[config.mk]
export PLATFORM = sky130hd
export DESIGN_NAME = scpm_regs
export DESIGN_NICKNAME = d
export VERILOG_FILES = /design/src/verilog/scpm_pkg.sv /design/src/verilog/scpm_regs.sv /design/src/verilog/scpm_entry_store.sv
export VERILOG_INCLUDE_DIRS = /design/src /design/src/verilog
export SDC_FILE = /design/constraint.sdc
export NUM_CORES = 2
export LEC_CHECK = 0
export BUFFER_PORTS_ARGS = -buffer_cell sky130_fd_sc_hd__clkbuf_2
export CAP_MARGIN = 0
export CELL_PAD_IN_SITES_DETAIL_PLACEMENT = 1
export CELL_PAD_IN_SITES_GLOBAL_PLACEMENT = 2
export CORE_MARGIN = 5
export CORE_UTILIZATION = 47
export DETAILED_ROUTE_END_ITERATION = 6
export PLACE_DENSITY = 0.86
export SLEW_MARGIN = 25
export SYNTH_ARGS = -nofsm -noshare
export SYNTH_HDL_FRONTEND = slang
export SYNTH_HIERARCHICAL = 1
export SYNTH_SLANG_ARGS = --single-unit
[constraint.sdc]
create_clock -name mclk_in -period 4.8 [get_ports mclk_in]
set_clock_uncertainty 0.05 [all_clocks]
set_input_delay 0.48 -clock mclk_in [delete_from_list [all_inputs] [get_ports mclk_in]]
set_output_delay 0.48 -clock mclk_in [all_outputs]
set_load 0.1 [all_outputs]
[src/verilog/scpm_consts.svh]
// Purpose: Offsets, field positions, reset values and counts of the shared entry register block.
// Assumes: APB with 32-bit data, one aligned word per register.
// Notes: Included by the package and by the design modules.
`ifndef SCPM_CONSTS_SVH
`define SCPM_CONSTS_SVH

// Byte offsets on the APB.
`define SCPM_OFF_PAGE 8'h00
`define SCPM_OFF_ENTRY_SEL 8'h04
`define SCPM_OFF_SHARED_ENTRY_DATA 8'h08
`define SCPM_OFF_MASK_LOW 8'h0c
`define SCPM_OFF_MASK_HIGH 8'h10
`define SCPM_OFF_VALID 8'h14
`define SCPM_OFF_SECURITY 8'h18

// Register pages on which the entry data and masks decode.
`define SCPM_PAGE_FIRST 4'h9
`define SCPM_PAGE_LAST 4'hf

// Sizes.
`define SCPM_ENTRIES 32
`define SCPM_ENTRY_W 5
`define SCPM_PORTS 13
`define SCPM_ADDR_BYTES 6
`define SCPM_STORE_DEPTH 192
`define SCPM_STORE_AW 8
`define SCPM_PTR_LAST 3'h5

// Field positions in the mask high byte.
`define SCPM_MHI_PORT_W 5
`define SCPM_MHI_PTR_LSB 5

// Field positions in the security register.
`define SCPM_SEC_RUN_BIT 0

// Reset values.
`define SCPM_RST_PAGE 4'h0
`define SCPM_RST_ENTRY 5'h00
`define SCPM_RST_PTR 3'h0
`define SCPM_RST_MASK 13'h0000
`define SCPM_RST_VALID 32'h0000_0000
`define SCPM_RST_DATA 32'h0000_0000

`endif

[src/verilog/scpm_pkg.sv]
// Purpose: Types shared by the shared entry register block.
// Assumes: Constants come from scpm_consts.svh.
// Notes: The APB request and answer travel as packed structs.
`include "scpm_consts.svh"

package scpm_pkg;

  typedef struct packed {
    logic psel;
    logic penable;
    logic pwrite;
    logic [7:0] paddr;
    logic [31:0] pwdata;
  } scpm_apb_req_t;

  typedef struct packed {
    logic pready;
    logic pslverr;
    logic [31:0] prdata;
  } scpm_apb_rsp_t;

  typedef enum logic [2:0] {
    SCPM_REG_PAGE,
    SCPM_REG_ENTRY_SEL,
    SCPM_REG_DATA,
    SCPM_REG_MASK_LOW,
    SCPM_REG_MASK_HIGH,
    SCPM_REG_VALID,
    SCPM_REG_SECURITY,
    SCPM_REG_NONE
  } scpm_reg_t;

endpackage

[src/verilog/scpm_regs.sv]
// Purpose: APB register bank for 32 shared station-address entries and their port maps.
// Assumes: One clock; APB master keeps the request stable until pready.
// Notes: Every transfer has one wait state; pready rises in the second access cycle.
//
// Overview of operation
// - One 48-bit entry takes six byte accesses.
// - Bytes move least significant byte first.
// - Data and masks decode on pages 9H-FH.
// - One two-byte port mask per entry, 32 total.
// - Entries and ports map many to many.
// - Low mask bits select ports 1 to 8.
// - High mask bits D0-D4 select ports 9-13.
// - High mask D5-D7 read byte pointer only.
// - Compare only entries valid when security starts.
//
// The implementer's own choices: register access over APB and the register offsets.
`timescale 1ns/10ps
`include "scpm_consts.svh"

module scpm_regs
  import scpm_pkg::*;
(
  input wire logic mclk_in,
  input wire logic rst_n_in,
  input wire scpm_apb_req_t apb_req_in,
  output scpm_apb_rsp_t apb_rsp_out,
  output logic [`SCPM_ENTRIES*`SCPM_PORTS-1:0] entry_port_map_out,
  output logic [`SCPM_ENTRIES-1:0] entry_compare_en_out,
  output logic security_run_out
);

  // Maps an aligned byte offset to the register it names.
  function automatic scpm_reg_t decode_reg(input logic [7:0] addr);
    scpm_reg_t r;
    r = SCPM_REG_NONE;
    case (addr)
      `SCPM_OFF_PAGE: begin
        r = SCPM_REG_PAGE;
      end
      `SCPM_OFF_ENTRY_SEL: begin
        r = SCPM_REG_ENTRY_SEL;
      end
      `SCPM_OFF_SHARED_ENTRY_DATA: begin
        r = SCPM_REG_DATA;
      end
      `SCPM_OFF_MASK_LOW: begin
        r = SCPM_REG_MASK_LOW;
      end
      `SCPM_OFF_MASK_HIGH: begin
        r = SCPM_REG_MASK_HIGH;
      end
      `SCPM_OFF_VALID: begin
        r = SCPM_REG_VALID;
      end
      `SCPM_OFF_SECURITY: begin
        r = SCPM_REG_SECURITY;
      end
      default: begin
        r = SCPM_REG_NONE;
      end
    endcase
    return r;
  endfunction

  // Entry registers exist only on the shared-entry pages.
  function automatic logic is_paged(input scpm_reg_t r);
    return (r == SCPM_REG_DATA) || (r == SCPM_REG_MASK_LOW) || (r == SCPM_REG_MASK_HIGH);
  endfunction

  // Byte address inside the entry store.
  function automatic logic [`SCPM_STORE_AW-1:0] store_index(input logic [`SCPM_ENTRY_W-1:0] entry,
                                                            input logic [2:0] ptr);
    logic [`SCPM_STORE_AW-1:0] e;
    e = {3'h0, entry};
    return (e << 2) + (e << 1) + {5'h00, ptr};
  endfunction

  // Next byte pointer after a data access: six steps, then back to the low byte.
  function automatic logic [2:0] next_ptr(input logic [2:0] ptr);
    logic [2:0] n;
    n = ptr + 3'h1;
    if (ptr == `SCPM_PTR_LAST) begin
      n = `SCPM_RST_PTR;
    end
    return n;
  endfunction

  // Read view of the mask high byte: pointer in the top three bits, ports 9 to 13 below.
  function automatic logic [7:0] mask_high_view(input logic [`SCPM_PORTS-1:0] mask, input logic [2:0] ptr);
    return {ptr, mask[`SCPM_PORTS-1:8]};
  endfunction

  logic [3:0] page_q;
  logic [`SCPM_ENTRY_W-1:0] entry_q;
  logic [2:0] ptr_q;
  logic [2:0] ptr_d;
  logic [`SCPM_PORTS-1:0] mask_q [`SCPM_ENTRIES];
  logic [`SCPM_ENTRIES-1:0] valid_q;
  logic [`SCPM_ENTRIES-1:0] armed_q;
  logic run_q;
  logic wait_q;
  logic [31:0] prdata_q;
  logic slverr_q;
  logic [7:0] store_rdata;

  scpm_reg_t sel_reg;
  logic on_page;
  logic bad_access;
  logic access_first;
  logic done;
  logic wr_done;
  logic rd_issue;
  logic [31:0] rd_value;
  logic wr_page;
  logic wr_entry_sel;
  logic wr_data;
  logic wr_mask_low;
  logic wr_mask_high;
  logic wr_valid;
  logic wr_security;
  logic data_step;
  logic security_start;
  logic store_rd;
  logic [`SCPM_STORE_AW-1:0] store_addr;

  assign sel_reg = decode_reg(apb_req_in.paddr);
  assign on_page = (page_q >= `SCPM_PAGE_FIRST) && (page_q <= `SCPM_PAGE_LAST);
  assign bad_access = (sel_reg == SCPM_REG_NONE) || (is_paged(sel_reg) && !on_page);
  assign access_first = apb_req_in.psel && apb_req_in.penable && !wait_q;
  assign done = apb_req_in.psel && apb_req_in.penable && wait_q;
  assign wr_done = done && apb_req_in.pwrite && !bad_access;
  assign rd_issue = apb_req_in.psel && !apb_req_in.penable && !apb_req_in.pwrite;

  // One strobe per register, raised only at the edge where an accepted write lands.
  assign wr_page = wr_done && (sel_reg == SCPM_REG_PAGE);
  assign wr_entry_sel = wr_done && (sel_reg == SCPM_REG_ENTRY_SEL);
  assign wr_data = wr_done && (sel_reg == SCPM_REG_DATA);
  assign wr_mask_low = wr_done && (sel_reg == SCPM_REG_MASK_LOW);
  assign wr_mask_high = wr_done && (sel_reg == SCPM_REG_MASK_HIGH);
  assign wr_valid = wr_done && (sel_reg == SCPM_REG_VALID);
  assign wr_security = wr_done && (sel_reg == SCPM_REG_SECURITY);
  // A refused data access leaves the pointer where it was.
  assign data_step = done && !bad_access && (sel_reg == SCPM_REG_DATA);
  assign security_start = wr_security && !run_q && apb_req_in.pwdata[`SCPM_SEC_RUN_BIT];
  assign store_rd = rd_issue && (sel_reg == SCPM_REG_DATA);
  assign store_addr = store_index(entry_q, ptr_q);

  // The store is read during the setup cycle so that its registered byte is ready in the access phase.
  scpm_entry_store u_store (
    .mclk_in(mclk_in),
    .rst_n_in(rst_n_in),
    .wr_en_in(wr_data),
    .rd_en_in(store_rd),
    .addr_in(store_addr),
    .wdata_in(apb_req_in.pwdata[7:0]),
    .rdata_out(store_rdata)
  );

  // One wait state for every transfer.
  always_ff @(posedge mclk_in or negedge rst_n_in) begin
    if (!rst_n_in) begin
      wait_q <= 1'b0;
    end else begin
      wait_q <= access_first;
    end
  end

  always_ff @(posedge mclk_in or negedge rst_n_in) begin
    if (!rst_n_in) begin
      page_q <= `SCPM_RST_PAGE;
    end else if (wr_page) begin
      page_q <= apb_req_in.pwdata[3:0];
    end
  end

  always_ff @(posedge mclk_in or negedge rst_n_in) begin
    if (!rst_n_in) begin
      entry_q <= `SCPM_RST_ENTRY;
    end else if (wr_entry_sel) begin
      entry_q <= apb_req_in.pwdata[`SCPM_ENTRY_W-1:0];
    end
  end

  // Byte pointer steps through the six address bytes and then starts again at the low byte.
  always_comb begin
    ptr_d = ptr_q;
    if (wr_entry_sel) begin
      ptr_d = `SCPM_RST_PTR;
    end else if (data_step) begin
      ptr_d = next_ptr(ptr_q);
    end
  end

  always_ff @(posedge mclk_in or negedge rst_n_in) begin
    if (!rst_n_in) begin
      ptr_q <= `SCPM_RST_PTR;
    end else begin
      ptr_q <= ptr_d;
    end
  end

  // Each entry owns its own mask; any number of bits may be set.
  always_ff @(posedge mclk_in or negedge rst_n_in) begin
    if (!rst_n_in) begin
      for (int i = 0; i < `SCPM_ENTRIES; i++) begin
        mask_q[i] <= `SCPM_RST_MASK;
      end
    end else if (wr_mask_low) begin
      mask_q[entry_q][7:0] <= apb_req_in.pwdata[7:0];
    end else if (wr_mask_high) begin
      // The pointer bits above the port field are not written.
      mask_q[entry_q][`SCPM_PORTS-1:8] <= apb_req_in.pwdata[`SCPM_MHI_PORT_W-1:0];
    end
  end

  always_ff @(posedge mclk_in or negedge rst_n_in) begin
    if (!rst_n_in) begin
      valid_q <= `SCPM_RST_VALID;
    end else if (wr_valid) begin
      valid_q <= apb_req_in.pwdata;
    end
  end

  always_ff @(posedge mclk_in or negedge rst_n_in) begin
    if (!rst_n_in) begin
      run_q <= 1'b0;
    end else if (wr_security) begin
      run_q <= apb_req_in.pwdata[`SCPM_SEC_RUN_BIT];
    end
  end

  // Validity is sampled only when security starts; later flag writes wait for the next start.
  always_ff @(posedge mclk_in or negedge rst_n_in) begin
    if (!rst_n_in) begin
      armed_q <= `SCPM_RST_VALID;
    end else if (security_start) begin
      armed_q <= valid_q;
    end
  end

  // Read value of the selected register, with unused bits at zero.
  always_comb begin
    rd_value = 32'h0000_0000;
    case (sel_reg)
      SCPM_REG_PAGE: begin
        rd_value = {28'h0000000, page_q};
      end
      SCPM_REG_ENTRY_SEL: begin
        rd_value = {27'h0000000, entry_q};
      end
      SCPM_REG_DATA: begin
        rd_value = {24'h000000, store_rdata};
      end
      SCPM_REG_MASK_LOW: begin
        rd_value = {24'h000000, mask_q[entry_q][7:0]};
      end
      SCPM_REG_MASK_HIGH: begin
        rd_value = {24'h000000, mask_high_view(mask_q[entry_q], ptr_q)};
      end
      SCPM_REG_VALID: begin
        rd_value = valid_q;
      end
      SCPM_REG_SECURITY: begin
        rd_value = {31'h00000000, run_q};
      end
      default: begin
        rd_value = 32'h0000_0000;
      end
    endcase
    if (bad_access) begin
      rd_value = 32'h0000_0000;
    end
  end

  // Answer is captured in the first access cycle and shown with pready in the second.
  always_ff @(posedge mclk_in or negedge rst_n_in) begin
    if (!rst_n_in) begin
      prdata_q <= `SCPM_RST_DATA;
    end else if (access_first) begin
      prdata_q <= apb_req_in.pwrite ? `SCPM_RST_DATA : rd_value;
    end
  end

  always_ff @(posedge mclk_in or negedge rst_n_in) begin
    if (!rst_n_in) begin
      slverr_q <= 1'b0;
    end else if (access_first) begin
      slverr_q <= bad_access;
    end
  end

  always_comb begin
    apb_rsp_out.pready = wait_q;
    apb_rsp_out.pslverr = wait_q && slverr_q;
    apb_rsp_out.prdata = prdata_q;
  end

  always_comb begin
    for (int i = 0; i < `SCPM_ENTRIES; i++) begin
      entry_port_map_out[i*`SCPM_PORTS +: `SCPM_PORTS] = mask_q[i];
    end
  end

  assign entry_compare_en_out = run_q ? armed_q : `SCPM_RST_VALID;
  assign security_run_out = run_q;

endmodule

[src/verilog/scpm_entry_store.sv]
// Purpose: Byte-wide store of the 48-bit shared station addresses.
// Assumes: One write or one read per clock; read data appear one edge after the request.
// Notes: Contents are not reset; the read data register is.
`timescale 1ns/10ps
`include "scpm_consts.svh"

module scpm_entry_store
  import scpm_pkg::*;
(
  input wire logic mclk_in,
  input wire logic rst_n_in,
  input wire logic wr_en_in,
  input wire logic rd_en_in,
  input wire logic [`SCPM_STORE_AW-1:0] addr_in,
  input wire logic [7:0] wdata_in,
  output logic [7:0] rdata_out
);

  logic [7:0] mem_q [`SCPM_STORE_DEPTH];
  logic [7:0] rdata_q;

  always_ff @(posedge mclk_in) begin
    if (wr_en_in) begin
      mem_q[addr_in] <= wdata_in;
    end
  end

  always_ff @(posedge mclk_in or negedge rst_n_in) begin
    if (!rst_n_in) begin
      rdata_q <= 8'h00;
    end else if (rd_en_in) begin
      rdata_q <= mem_q[addr_in];
    end
  end

  assign rdata_out = rdata_q;

endmodule

==> flow_summary.toml <==
[setup_path]
required_ns = 5.46
crit_fanout = 38
critPathLaunchType = "register"
worstPathArrival_ns = 5.37
worst-r2r-setup-slack_ns = 0.09
crit_path_end_kind = "register"
crit_type = "reg2reg"
r2r_start = "entry_q[1]"
reg2regPathDepth = 13
r2r-end = "u_store/rdata_out[5]"

[power]
switching_share_pct = 21.2
p_leak_uw = 0.0371
internal-power_uw = 28700
power_frac_comb_pct = 2.3
ir_drop_v = 0.000344
p_seq_share_pct = 53.0
switching_power_uw = 7690
clock_power_share_pct = 44.7
power_density_nw_per_um2 = 368

[synth]
ys_async_sr_fraction_pct = 25.8
synth-main-ff-cell = "edfxtp_1"
synth_nets = 4525
synth.cell_area_um2 = 84700
ys_types = 75
synth-seq-cells = 2071
ys_seq_area_share_pct = 70.3
syn_inst = 4461
synth.avg_cell_area_um2 = 19.0
yosysWarnings = 6
synth_edf_count = 1536

[timing]
finalSetupViolCount = 0
slew_headroom_pct = 24.8
finalMaxSlewViolations = 0
rsz0062_at_grt = "no"
worstMarginPinSlew_ns = 1.13
hold_viol_final = 0
fmax_mhz = 213
period_share_pct = 98.0
hold_ws_ns = 0.0837
final.min_clock_period_ns = 4.71
setup_tns_ns = 0

[hold_path]
holdPathStages = 1
min_to = "u_store/mem_q[52][6]"
hp-start = "apb_req_in[6]"
min_path_type = "in2reg"

[clock_network]
cts_resized = 0
worstSkewPairLatency_ns = 0.85
cts.sinks = 2071
cts_max_path_buffers = 3
h-tree-depth = 4
cts_made_buffers = 209
root_buffer = "clkbuf_16"
cts_tree = "done"
clk_pin_slew_worst_paths_ns = 0.06

[floorplan]
ios = 528
start_util_pct = 47.4
core_um2 = 179000
die_x_um = 434
fp.dieH_um = 434
die_area_um2 = 189000
rows = 155

[global_route]
grtUsageTotal_pct = 28.6
gr-total-overflow = 0
grt_pass1_vias = 50500
antenna_found_initial = 8
grt_max_degree = 154
grt_pass1_wl_mm = 387

[finish]
areaGrowthSynthToFinish_pct = 16.7
layout_commonest_cell = "edfxtp_1"
nFillCells = 16000
final_cell_mix = "1,536 x edfxtp_1, 531 x dfrtp_1, 518 x clkbuf_2, 480 x mux2_2, 460 x mux4_2"
finalNetCount = 5329
drive_gt1_share_pct = 40.2

[detailed_routing]
final_antenna_net_count = 0
drt-total-wl_mm = 272
wl_met3_mm = 24.3
drt_iter0_markers = 5430
vias = 48500
top_layer_used = "met5"
wl_per_cell_um = 34.9
drc = 0
firstDrtPassIters = 5
vias_per_cell = 6.21
wl_met1_mm = 102
met2_length_mm = 132

[placement]
routabilityCongestion = 0.896
port_buffers = 527
place_hpwl_mm = 183

[flow_run]
drv_cap = 0

[outcome]
status = "finished clean"
critical path, stage by stage, from the launching register on:
cell,delay (ns)
dfrtp_4,0.56
fa_1,0.58
ha_4,0.15
inv_1,0.08
fa_1,0.56
inv_4,0.13
and2_1,0.31
buf_4,0.48
a22oi_1,0.19
a22o_1,0.26
a2111oi_0,0.68
a311o_1,0.29
a41o_1,0.19
a21oi_1,0.04
state kept, by name (all words and copies together) (netlist names):
register,count
u_store/mem_q,1536
entry_port_map_out,416
armed_q,32
prdata_q,32
valid_q,32
u_store/rdata_out,8
entry_q,5
page_q,4
ptr_q,3
security_run_out,1
slverr_q,1
wait_q,1
worst max-delay path by stage:
stage	from	to	slack, ns	depth (start not counted)
2_1_floorplan	entry_q[0]	u_store/mem_q[99][0]	0.48	14
3_3_place_gp	entry_q[1]	u_store/mem_q[171][5]	0.33	12
3_5_place_dp	entry_q[1]	u_store/mem_q[150][6]	0.24	12
4_1_cts	entry_q[1]	u_store/rdata_out[5]	0.18	13
5_1_grt	entry_q[1]	u_store/rdata_out[5]	0.0004	13
6_report	entry_q[1]	u_store/rdata_out[5]	0.09	13
layout make-up:
class                   instances  area (µm²)  area share (%)
clock buffers                 272        5650            5.72
multi-input cells            2100       23900            24.1
inverters                      21        81.3          0.0823
diodes                          4        10.0          0.0101
repair buffers                862        5600            5.67
flip-flops and latches       2071       59500            60.2
clock inverters               115        1180            1.19
well taps                    2355        2950            2.98
repair_timing:
action                     CTS  global route
hold endpoints to repair   122            20
hold buffers                26             1
setup endpoints to repair    0             0
buffers inserted             0             0
Yosys cell counts (24+ instances only):
cell / n / area [µm²]
nand2_1: 157 / 589
nor2_1: 201 / 754
a22o_1: 52 / 455
and2_1: 40 / 250
dfrtp_1: 535 / 13400
buf_4: 25 / 188
nor3_1: 47 / 235
buf_1: 26 / 97.6
nor2_4: 64 / 721
nand3_1: 24 / 120
a22oi_1: 104 / 781
clkbuf_1: 141 / 529
mux2_2: 480 / 5410
o21ai_0: 24 / 120
buf_2: 60 / 300
mux2i_1: 149 / 1490
edfxtp_1: 1536 / 46100
mux4_2: 460 / 10400
metrics by stage:
| step | power, µW | setup slack (ns) | util (%) | instances | instance area [µm²] |
|---|---|---|---|---|---|
| floorplan | 19900 | 0.478 | - | 4461 | 84700 |
| global placement | 20400 | 0.332 | 51.3 | 7381 | 91700 |
| detailed placement | 20400 | 0.241 | 51.3 | 7381 | 91700 |
| CTS | 36600 | 0.183 | 55.3 | 7794 | 98800 |
| global route | 37500 | 0.000361 | 55.3 | 7796 | 98800 |
| finish | 36400 | 0.0945 | 55.3 | 7800 | 98800 |
cell families (layout without fill, tap and decap cells):
family                   Yosys count  in the layout  share of synthesized area, %
XOR/XNOR                           4              4                        0.0414
flip-flops                      2071           2071                          70.3
adder cells (fa/ha/maj)           19             19                         0.299
AO/OA/AOI/OAI                    341            341                          3.04
multiplexers                    1111           1111                          20.7
buffers and inverters            290           1270                          1.64
AND/OR/NAND/NOR                  625            625                          4.03
other                              0              4                             0
power by group through the flow:
stage               clock network (µW)  logic (µW)  registers (µW)
CTS                              16500         825           19300
global route                     17400         875           19300
global placement                     0         766           19600
detailed placement                   0         801           19600
floorplan                            0         247           19600
finish                           16300         826           19300
per-layer routing:
| metal | track usage (%) | vias to the layer above |
|---|---|---|
| met3 | 7.11 | 548 |
| met5 | 0 | - |
| met2 | 46.7 | 2460 |
| li1 | - | 19500 |
| met4 | 12.5 | 6 |
| met1 | 36.7 | 25900 |
No activity file was read; power rests on OpenSTA's default activity.
